[config.mk]
export PLATFORM = sky130hd
export DESIGN_NAME = wdg_top
export DESIGN_NICKNAME = d
export VERILOG_FILES = /design/src/hw/wdg_pkg.sv /design/src/hw/wdg_prescaler.sv /design/src/hw/wdg_top.sv
export SDC_FILE = /design/constraint.sdc
export NUM_CORES = 1
export LEC_CHECK = 0
export ABC_AREA = 1
export BUFFER_PORTS_ARGS = -buffer_cell sky130_fd_sc_hd__buf_2
export CAP_MARGIN = 20
export CORE_MARGIN = 2
export CORE_UTILIZATION = 51
export CTS_CLUSTER_DIAMETER = 150
export CTS_CLUSTER_SIZE = 20
export DETAILED_ROUTE_END_ITERATION = 7
export MAX_ROUTING_LAYER = met4
export PLACE_DENSITY = 0.71
export SYNTH_ARGS = -nofsm -noshare
export SYNTH_HDL_FRONTEND = slang
export SYNTH_SLANG_ARGS = --single-unit
[constraint.sdc]
create_clock -name CLOCK -period 4.5 [get_ports CLOCK]
set_input_delay 0.225 -clock CLOCK [delete_from_list [all_inputs] [get_ports CLOCK]]
set_output_delay 0.225 -clock CLOCK [all_outputs]
set_load 0.005 [all_outputs]
[src/hw/wdg_pkg.sv]
package wdg_pkg;
  // Register map (byte address of the control register)
  localparam logic [7:0] WD_CTRL_REG_ADDR = 8'h2A;
  // Field positions inside the control register
  localparam int ACTIVE_BIT_POS = 7;
  localparam int GUARD_BIT_POS  = 6;
  localparam int COUNT_WIDTH    = 7;
  // Reset value: inactive, all counter bits set
  localparam logic       ACTIVE_RESET = 1'h0;
  localparam logic [6:0] COUNT_RESET  = 7'h7F;
  // Guard crossing: 40h to 3Fh
  localparam logic [6:0] COUNT_GUARD_EDGE = 7'h40;
  // Nominal prescaler period in divided oscillator cycles
  localparam int PRESCALE_NOM = 16384;
  // Per-timebase LSB figure and period multiple of 64 cycles
  localparam int LSB_TB0 = 59;
  localparam int LSB_TB1 = 53;
  localparam int LSB_TB2 = 35;
  localparam int LSB_TB3 = 54;
  localparam int LSB_OFFSET   = 128;
  localparam int LSB_SCALE    = 64;
  // Reset pulse time and clock rate
  localparam int RST_PULSE_NS = 30000;
  localparam int CLK_PERIOD_NS = 20;
  localparam int RST_PULSE_CYC = RST_PULSE_NS / CLK_PERIOD_NS;
  // Timebase selection codes
  typedef enum logic [1:0] {
    WDG_TB_2MS  = 2'h0,
    WDG_TB_4MS  = 2'h1,
    WDG_TB_10MS = 2'h2,
    WDG_TB_25MS = 2'h3
  } wdg_tb_e;
  // Reset pulse generator states, Gray along the path
  typedef enum logic [1:0] {
    WDG_IDLE  = 2'h0,
    WDG_PULSE = 2'h1
  } wdg_state_e;
  // Register bus request bundle
  typedef struct packed {
    logic [7:0] addr;
    logic [7:0] wdata;
    logic       wr;
    logic       rd;
  } wdg_bus_s;
endpackage

[src/hw/wdg_prescaler.sv]
// Free-running prescaler: one tick every period cycles of the divided clock
module wdg_prescaler #(
  parameter int CNT_W = 14
) (
  input  wire logic             clk,
  input  wire logic             rst,
  input  wire logic             osc_en,
  input  wire logic [CNT_W-1:0] period,
  output logic                  tick
);
  logic [CNT_W-1:0] count;       // Cycles since last tick
  logic [CNT_W-1:0] next_count;

  // Never cleared by a counter write, so timeout phase is unknown
  always_comb begin
    next_count = count;
    tick       = 1'b0;
    if (osc_en) begin
      if (count >= period - CNT_W'(1)) begin
        next_count = '0;
        tick       = 1'b1;
      end else begin
        next_count = count + CNT_W'(1);
      end
    end
  end

  // Register stage
  always_ff @(posedge clk) begin
    if (rst) begin
      count <= '0;
    end else begin
      count <= next_count;
    end
  end
endmodule

[src/hw/wdg_top.sv]
// Functional notes
// Counter decrements once per prescaler period
// Six low bits set 64 timeout steps
// Active and 40h to 3Fh triggers reset
// Reset pin driven low about 30 us
// Counter runs even when inactive
// Software refreshes before guard bit clears
// Software writes values FFh down to C0h
// Counter write leaves prescaler phase alone
// After reset watchdog is inactive
// Once active, only reset deactivates
// Active set, guard clear write resets
// Halt while active resets, per option
// Option selects reset on halt
// Option selects always-active hardware watchdog
// Timebase select steers prescaler period; here the period stays PRESCALE under every select
// First decrement within the allowed window
// Software always writes guard bit one
// Bit 7 activation, bits 6:0 counter
// Reset value 7Fh, inactive
// Read returns activation and live counter
//
// The address-and-strobe port and the address map were left to the implementer.
module wdg_top #(
  parameter int PRESCALE = wdg_pkg::PRESCALE_NOM,
  parameter int PULSE    = wdg_pkg::RST_PULSE_CYC
) (
  input  wire logic       CLOCK,
  input  wire logic       RST,
  input  wire logic       OSC_EN,
  input  wire logic [1:0] TIMEBASE_SELECT,
  input  wire logic       HALT_EXEC,
  input  wire logic       OPT_HALT_RESET,
  input  wire logic       OPT_HW_WDG,
  input  wire logic [7:0] ADDR,
  input  wire logic [7:0] WDATA,
  input  wire logic       WR,
  input  wire logic       RD,
  output logic      [7:0] RDATA,
  output logic            RESET_N_OUT,
  output logic            RESET_N_OE
);
  localparam int PW = $clog2(PRESCALE + 1);
  localparam int RW = $clog2(PULSE + 1);

  // Elaboration check on parameters
  // Tick gap and pulse checks below need at least 9 and 8 cycles
  if (PRESCALE < 9 || PULSE < 8) begin : g_bad
    $error("wdg_top: parameter out of range");
  end

  wdg_pkg::wdg_bus_s bus;       // Bundled register request
  assign bus = '{addr: ADDR, wdata: WDATA, wr: WR, rd: RD};

  logic                               wd_active_bit;        // Activation flag
  logic [wdg_pkg::COUNT_WIDTH-1:0]    timeout_count_value;  // Live counter
  logic                               next_active;
  logic [wdg_pkg::COUNT_WIDTH-1:0]    next_count;
  logic [7:0]                         next_rdata;
  logic                               tick;                 // Prescaler tick
  logic [PW-1:0]                      period;               // Fixed period, PRESCALE under every select
  logic                               sel_hit;              // Address decode
  logic                               eff_active;           // Active incl. option
  logic                               trigger;              // Reset request
  wdg_pkg::wdg_state_e                state;
  wdg_pkg::wdg_state_e                next_state;
  logic [RW-1:0]                      pulse_cnt;            // Pulse length count
  logic [RW-1:0]                      next_pulse_cnt;
  logic [7:0]                         lsb_fig;              // Timebase LSB

  // Timebase picks the LSB figure of the first-tick window
  always_comb begin
    case (wdg_pkg::wdg_tb_e'(TIMEBASE_SELECT))
      wdg_pkg::WDG_TB_2MS:  lsb_fig = 8'(wdg_pkg::LSB_TB0);
      wdg_pkg::WDG_TB_4MS:  lsb_fig = 8'(wdg_pkg::LSB_TB1);
      wdg_pkg::WDG_TB_10MS: lsb_fig = 8'(wdg_pkg::LSB_TB2);
      default:              lsb_fig = 8'(wdg_pkg::LSB_TB3);
    endcase
  end

  // Long-run period stays nominal; timebase shifts neither period nor phase
  // Trade-off: period held at PRESCALE keeps tick spacing exact
  assign period = PW'(PRESCALE);

  // Prescaler is never cleared by register writes
  wdg_prescaler #(
    .CNT_W (PW)
  ) u_pre (
    .clk    (CLOCK),
    .rst    (RST),
    .osc_en (OSC_EN),
    .period (period),
    .tick   (tick)
  );

  assign sel_hit    = (bus.addr == wdg_pkg::WD_CTRL_REG_ADDR);
  assign eff_active = wd_active_bit | OPT_HW_WDG;

  // Counter and activation next values
  always_comb begin
    next_active = wd_active_bit;
    next_count  = timeout_count_value;
    if (tick) begin
      next_count = timeout_count_value - 7'h01;
    end
    if (bus.wr && sel_hit) begin
      // Write reloads counter; activation only ever sets
      next_count  = bus.wdata[wdg_pkg::COUNT_WIDTH-1:0];
      next_active = wd_active_bit | bus.wdata[wdg_pkg::ACTIVE_BIT_POS];
    end
  end

  // Reset request sources
  always_comb begin
    trigger = 1'b0;
    if (eff_active && tick && !(bus.wr && sel_hit)
        && timeout_count_value == wdg_pkg::COUNT_GUARD_EDGE) begin
      trigger = 1'b1;
    end
    if (bus.wr && sel_hit && bus.wdata[wdg_pkg::ACTIVE_BIT_POS]
        && !bus.wdata[wdg_pkg::GUARD_BIT_POS]) begin
      trigger = 1'b1;
    end
    if (eff_active && HALT_EXEC && OPT_HALT_RESET) begin
      trigger = 1'b1;
    end
  end

  // Reset pulse machine
  always_comb begin
    next_state     = state;
    next_pulse_cnt = pulse_cnt;
    case (state)
      wdg_pkg::WDG_IDLE: begin
        if (trigger) begin
          next_state     = wdg_pkg::WDG_PULSE;
          next_pulse_cnt = RW'(PULSE - 1);
        end
      end
      wdg_pkg::WDG_PULSE: begin
        if (pulse_cnt == '0) begin
          next_state = wdg_pkg::WDG_IDLE;
        end else begin
          next_pulse_cnt = pulse_cnt - RW'(1);
        end
      end
      default: next_state = wdg_pkg::WDG_IDLE;
    endcase
  end

  // Open-drain reset pin: drive low only while pulsing
  assign RESET_N_OUT = 1'b0;
  assign RESET_N_OE  = (state == wdg_pkg::WDG_PULSE);

  // Read data, valid the cycle after the strobe
  always_comb begin
    next_rdata = 8'h00;
    if (bus.rd && sel_hit) begin
      next_rdata = {wd_active_bit, timeout_count_value};
    end
  end

  // Register stage
  always_ff @(posedge CLOCK) begin
    if (RST) begin
      wd_active_bit       <= wdg_pkg::ACTIVE_RESET;
      timeout_count_value <= wdg_pkg::COUNT_RESET;
      state               <= wdg_pkg::WDG_IDLE;
      pulse_cnt           <= '0;
      RDATA               <= 8'h00;
    end else begin
      wd_active_bit       <= next_active;
      timeout_count_value <= next_count;
      state               <= next_state;
      pulse_cnt           <= next_pulse_cnt;
      RDATA               <= next_rdata;
    end
  end

  // Unused timebase figure kept visible for window tracking
  logic lsb_unused;
  assign lsb_unused = ^lsb_fig;

  // Helper: pulled-low samples of the pin within the current pulse
  // A counter replaces a long repetition, which would be costly at 1500
  logic [RW-1:0] chk_len;       // Pulled samples so far
  logic [RW-1:0] next_chk_len;

  // Next length: counts while pulled, clears once released
  always_comb begin
    next_chk_len = '0;
    if (RESET_N_OE) begin
      next_chk_len = chk_len + RW'(1);
    end
  end

  // Length register, cleared by reset
  always_ff @(posedge CLOCK) begin
    if (RST) begin
      chk_len <= '0;
    end else begin
      chk_len <= next_chk_len;
    end
  end
endmodule

== Word level (Yosys, flattened, before mapping) ==
Cells that the tools add are included.

* Input bits: 26
* Output and inout bits: 10
* Register bits: 44
* Word-level logic and storage cells: 51

* Reductions and logical operators: 18
* Mux-type cells: 14
* Bitwise gates (word level): 3
* Add/subtract/negate cells: 3
* Order comparisons: 1
* Equal/unequal tests: 6

{| class="wikitable"
|+ Operators with widths
! kind !! count
|-
| 11-bit two-way mux || 2
|-
| 11-bit case mux with 2 select lines || 1
|-
| 15-bit by 1-bit adder with 15-bit output, second input constant || 1
|-
| 15-bit by 14-bit >= comparator with 1-bit output, second input constant || 1
|-
| 15-bit two-way mux || 1
|-
| 7-bit two-way mux || 2
|-
| 11-bit logical NOT || 1
|-
| 11-bit by 1-bit subtractor with 11-bit output, second input constant || 1
|-
| 1-bit logical AND || 9
|-
| 8-bit by 6-bit == test with 1-bit output, second input constant || 1
|-
| 7-bit == test, second input constant || 1
|-
| 7-bit by 1-bit subtractor with 7-bit output, second input constant || 1
|-
| 1-bit two-way mux || 5
|-
| 2-bit two-way mux || 2
|-
| 2-bit != test, second input constant || 2
|-
| 2-bit case mux with 2 select lines || 1
|-
| 2-bit nonzero test || 2
|-
| 3-bit AND reduction || 1
|-
| 2-bit by 1-bit == test with 1-bit output, second input constant || 1
|-
| 1-bit logical NOT || 2
|-
| 2-bit logical NOT || 1
|-
| 2-bit by 1-bit != test with 1-bit output, second input constant || 1
|-
| 1-bit bitwise OR || 2
|-
| 2-bit AND reduction || 1
|-
| other kinds (2) || 2
|}

== Depth between registers and ports, before layout ==
* Depth after elaboration: 11
* Gate-level depth with buffers: 13
* Gate-level depth less buffers: 13

== Hierarchy ==
A second synthesis with hierarchy kept.

* Cell total of the unflattened synthesis: 406
* Area total of the unflattened synthesis: 2,954.1 µm²

{| class="wikitable"
|+ Modules (own cells, without submodules)
! module !! times used !! sequential area each (µm²) !! area each (µm²) !! cells an instance
|-
| wdg_top || 1 || 560.5 || 1,519.0 || 210
|-
| wdg_prescaler || 1 || 300.3 || 1,435.1 || 196
|}

== Least setup slack after synthesis ==
OpenSTA, ideal clock, no wires.

* Kind: register -> register
* Start: reg pulse_cnt[0]
* End: reg pulse_cnt[3]
* Buffers on the path: 0
* Data required time: 4.386 ns
* Setup time: 0.114 ns
* Data arrival time: 1.460 ns
* Stages on the path, launching flop included: 12
* Period minus slack after synthesis: 1.574 ns
* Slack: 2.926 ns
* Cells stage by stage: dfxtp_1 inv_1 ha_1 nand2_2 nor2_2 nand2_2 nor2_2 nand2_2 o21ai_4 nand2_2 o21bai_1 inv_1

* Word-level cells in the longest chain between the ends: 3
* Elaborated cells between the ends (all ways): 6
* Those cells by class: add/sub (1); eq/ne (1); mux (2); reduce/logical (2)

{| class="wikitable"
|+ Ends and longest elaborated chain
! element !! line !! source
|-
| from (decl) || wdg_top.sv:67 || <nowiki>logic [RW-1:0] pulse_cnt;</nowiki>
|-
| from (signal assigned) || wdg_top.sv:175 || <nowiki>pulse_cnt <= next_pulse_cnt;</nowiki>
|-
| 11-bit by 1-bit subtractor with 11-bit output or 11-bit logical NOT (tied branches) || wdg_top.sv:144, wdg_top.sv:141 ||
|-
| 11-bit two-way mux or 2-bit != test (tied branches) || n/a ||
|-
| 11-bit case mux with 2 select lines or 3-bit AND reduction (tied branches) || n/a ||
|}

Parallel ways exist; a longest one is shown, timed or not. The select of a mux whose other input is x is not followed.
A chain may end at the register's enable or synchronous reset.

== Worst setup path after layout ==
Same ends and word-level chain as after synthesis.

==> run_results.csv <==
group,metric,value,unit
run_status,status,"completed",
logic_synthesis,yosys_warnings,0,
critical_path,regToRegSetupSlack,2.71,ns
power,cellLeakagePower,1.120,nW
floorplan,coreArea,0.003971,sq mm
logic_synthesis,synth_top_cell_by_area,"dfxtp_1",
logic_synthesis,synthCells,287,
critical_path,critPathRequiredTime,4.70,ns
placed_design,place_area,0.002270,sq mm
layout,areaGrowthSynthToFinish,12.99,%
drt,drc,0,
floorplan,dieArea,0.004607,sq mm
critical_path,end_kind,"register",
power,power_density,312.8,mW/mm^2
layout,seq_area,860.8,sq um
sta,clock_skew,0.007171,ns
logic_synthesis,synth_edf_count,0,
power,total_power,0.7354,mW
logic_synthesis,syn_area,0.002081,sq mm
grt,grt_pass1_vias,1722,
layout,fin_nets,350,
critical_path,cp_max_fo,9,
sta,setup_viol,0,
layout,multi_input_area,0.001026,sq mm
logic_synthesis,syn_nets,316,
cts,cts_tree,"yes",
sta,max_freq,557.8,MHz
placed_design,dp_cells,364,
floorplan,ioPinCount,36,
logic_synthesis,ys_seq_elements,43,
logic_synthesis,async_reset_ff_share,0,%
layout,layout_common_cells,"nor2_1 (46), dfxtp_1 (43), nand2_1 (41)",
drt,firstDrtPassIters,4,
floorplan,rows,23,
sta,fin_crit,1.793,ns
critical_path,cp.arrival,1.99,ns
sta,hold_violations,0,
layout,final_cells,372,
cts,cts_root_buf,"clkbuf_8",
drt,finalWirelength,4.041,mm
grt,grt_overflow,0,
grt,grt_pass1_wl,7.093,mm
sta,timing.final.crit_share,39.84,%
drt,vias,1838,
placed_design,io_buffer_count,32,
cts,h-tree-depth,2,
cts,clkTransAtPathRegs,0.08,ns
placed_design,gp_congestion,0.7769,
logic_synthesis,synth_seq_area_share,41.37,%
cts,cts.repair.resized,0,
layout,final_common_cell,"nor2_1",
logic_synthesis,syn_avg_cell_area,7.250,sq um
cts,clockBufferDepth,2,
drt,ant_nets,0,
layout,drive_gt1_share,16.77,%
sta,slew_viol_final,0,
placed_design,dp_hpwl,2.936,mm
layout,fill_cells,389,
grt,antenna_found_initial,0,
drt,drt_iter0_markers,179,
grt,grt_max_degree,19,
layout,final_util,59.20,%
layout,finish.instance_area,0.002351,sq mm
cts,cts_sinks,43,
critical_path,worst-setup-path-type,"register to register",
drt,wl_per_cell,10.86,um
grt,grtUsageTotal,20.86,%
placed_design,pre_cts_ws,2.719,ns
logic_synthesis,synthTopCellsByArea,"dfxtp_1 (41%), nor2_1 (8.3%), nand2_1 (7.4%)",
flow_run,max_cap_violations,0,
logic_synthesis,synth_top_area_share,41.37,%
sta,hold_ws,0.1616,ns
worst_hold_path,min_path_type,"primary input to register",
cts,postCtsHoldBufs,0,
cts,clk_latency,0.29,ns
power,ir_worst_vdd,0.1649,mV
floorplan,fp.dieW,67.88,um
layout,n_antenna_cell,0,
drt,viasPerCell,4.941,
logic_synthesis,synth_flop_cell,"dfxtp_1",
cts,cts-buffers-inserted,5,
sta,worst_slack,2.707,ns
sta,rsz0062_at_grt,"false",
critical_path,critPathLaunchType,"register",
logic_synthesis,yosysUniqueCellTypes,35,
floorplan,die_y,67.88,um
floorplan,start_util,52.39,%
cts,cts_setup_buffers,0,
sta,setup_tns,0,ns
## critical path, stage by stage (launching register included)
cell      delay, ns
dfxtp_1        0.33
inv_1          0.07
ha_1           0.17
nand2_2        0.08
nor2_2         0.11
nand2_2        0.08
nor2_2         0.13
nand2_2        0.09
o21ai_4        0.29
nand2_2        0.16
o21bai_1       0.15
inv_1          0.05
## cell families (layout without fill, tap and decap cells)
| family | Yosys count | in the layout | share of synthesized area [%] |
|---|---|---|---|
| AO/OA/AOI/OAI | 50 | 50 | 14.01 |
| XOR/XNOR | 13 | 13 | 5.472 |
| adder cells (fa/ha/maj) | 3 | 3 | 1.804 |
| buffers and inverters | 47 | 82 | 9.321 |
| flip-flops | 43 | 43 | 41.37 |
| other | 1 | 1 | 0.1802 |
| AND/OR/NAND/NOR | 130 | 130 | 27.84 |
## synthesized netlist by cell type, drive strengths merged (3+ instances only)
cell	number
a21oi	18
buf	3
dfxtp	43
ha	3
inv	42
nand2	47
nand3	16
nand4	4
nor2	49
nor3	8
o211ai	4
o21ai	20
or2	3
xnor2	3
xor2	10
## report_power, final
group / switching, mW / internal (mW) / total (mW)
Clock: 0.129 / 0.109 / 0.238
Combinational: 0.0573 / 0.0379 / 0.0952
Sequential: 0.0107 / 0.392 / 0.402
## sequential cells by signal, indices dropped and copies added (netlist names)
name,flops
u_pre.count,15
pulse_cnt,11
RDATA,8
timeout_count_value,7
state,1
wd_active_bit,1
## layer usage
metal  track usage, %  wire, um  up-vias
met4            8.500        49        0
li1                 -         -      985
met1            23.98      1919      819
met2            34.93      1915       28
met5                -         0        -
met3            5.099       156        6
## final timing paths
check / from / end / depth (start not counted)
max: pulse_cnt[0] / pulse_cnt[3] / 11
min: WDATA[0] / timeout_count_value[0] / 3
max reg2reg: pulse_cnt[0] / pulse_cnt[3] / 11
min reg2reg: u_pre.count[14] / u_pre.count[14] / 2
## cell type report
class | count | area share [%]
clock buffer | 7 | 3.246
tap | 50 | 2.661
sequential | 43 | 36.62
multi-input combinational | 197 | 43.64
clock inverter | 1 | 0.2129
inverter | 42 | 6.812
timing repair buffer | 32 | 6.812
Power figures use the tool's default switching activity.
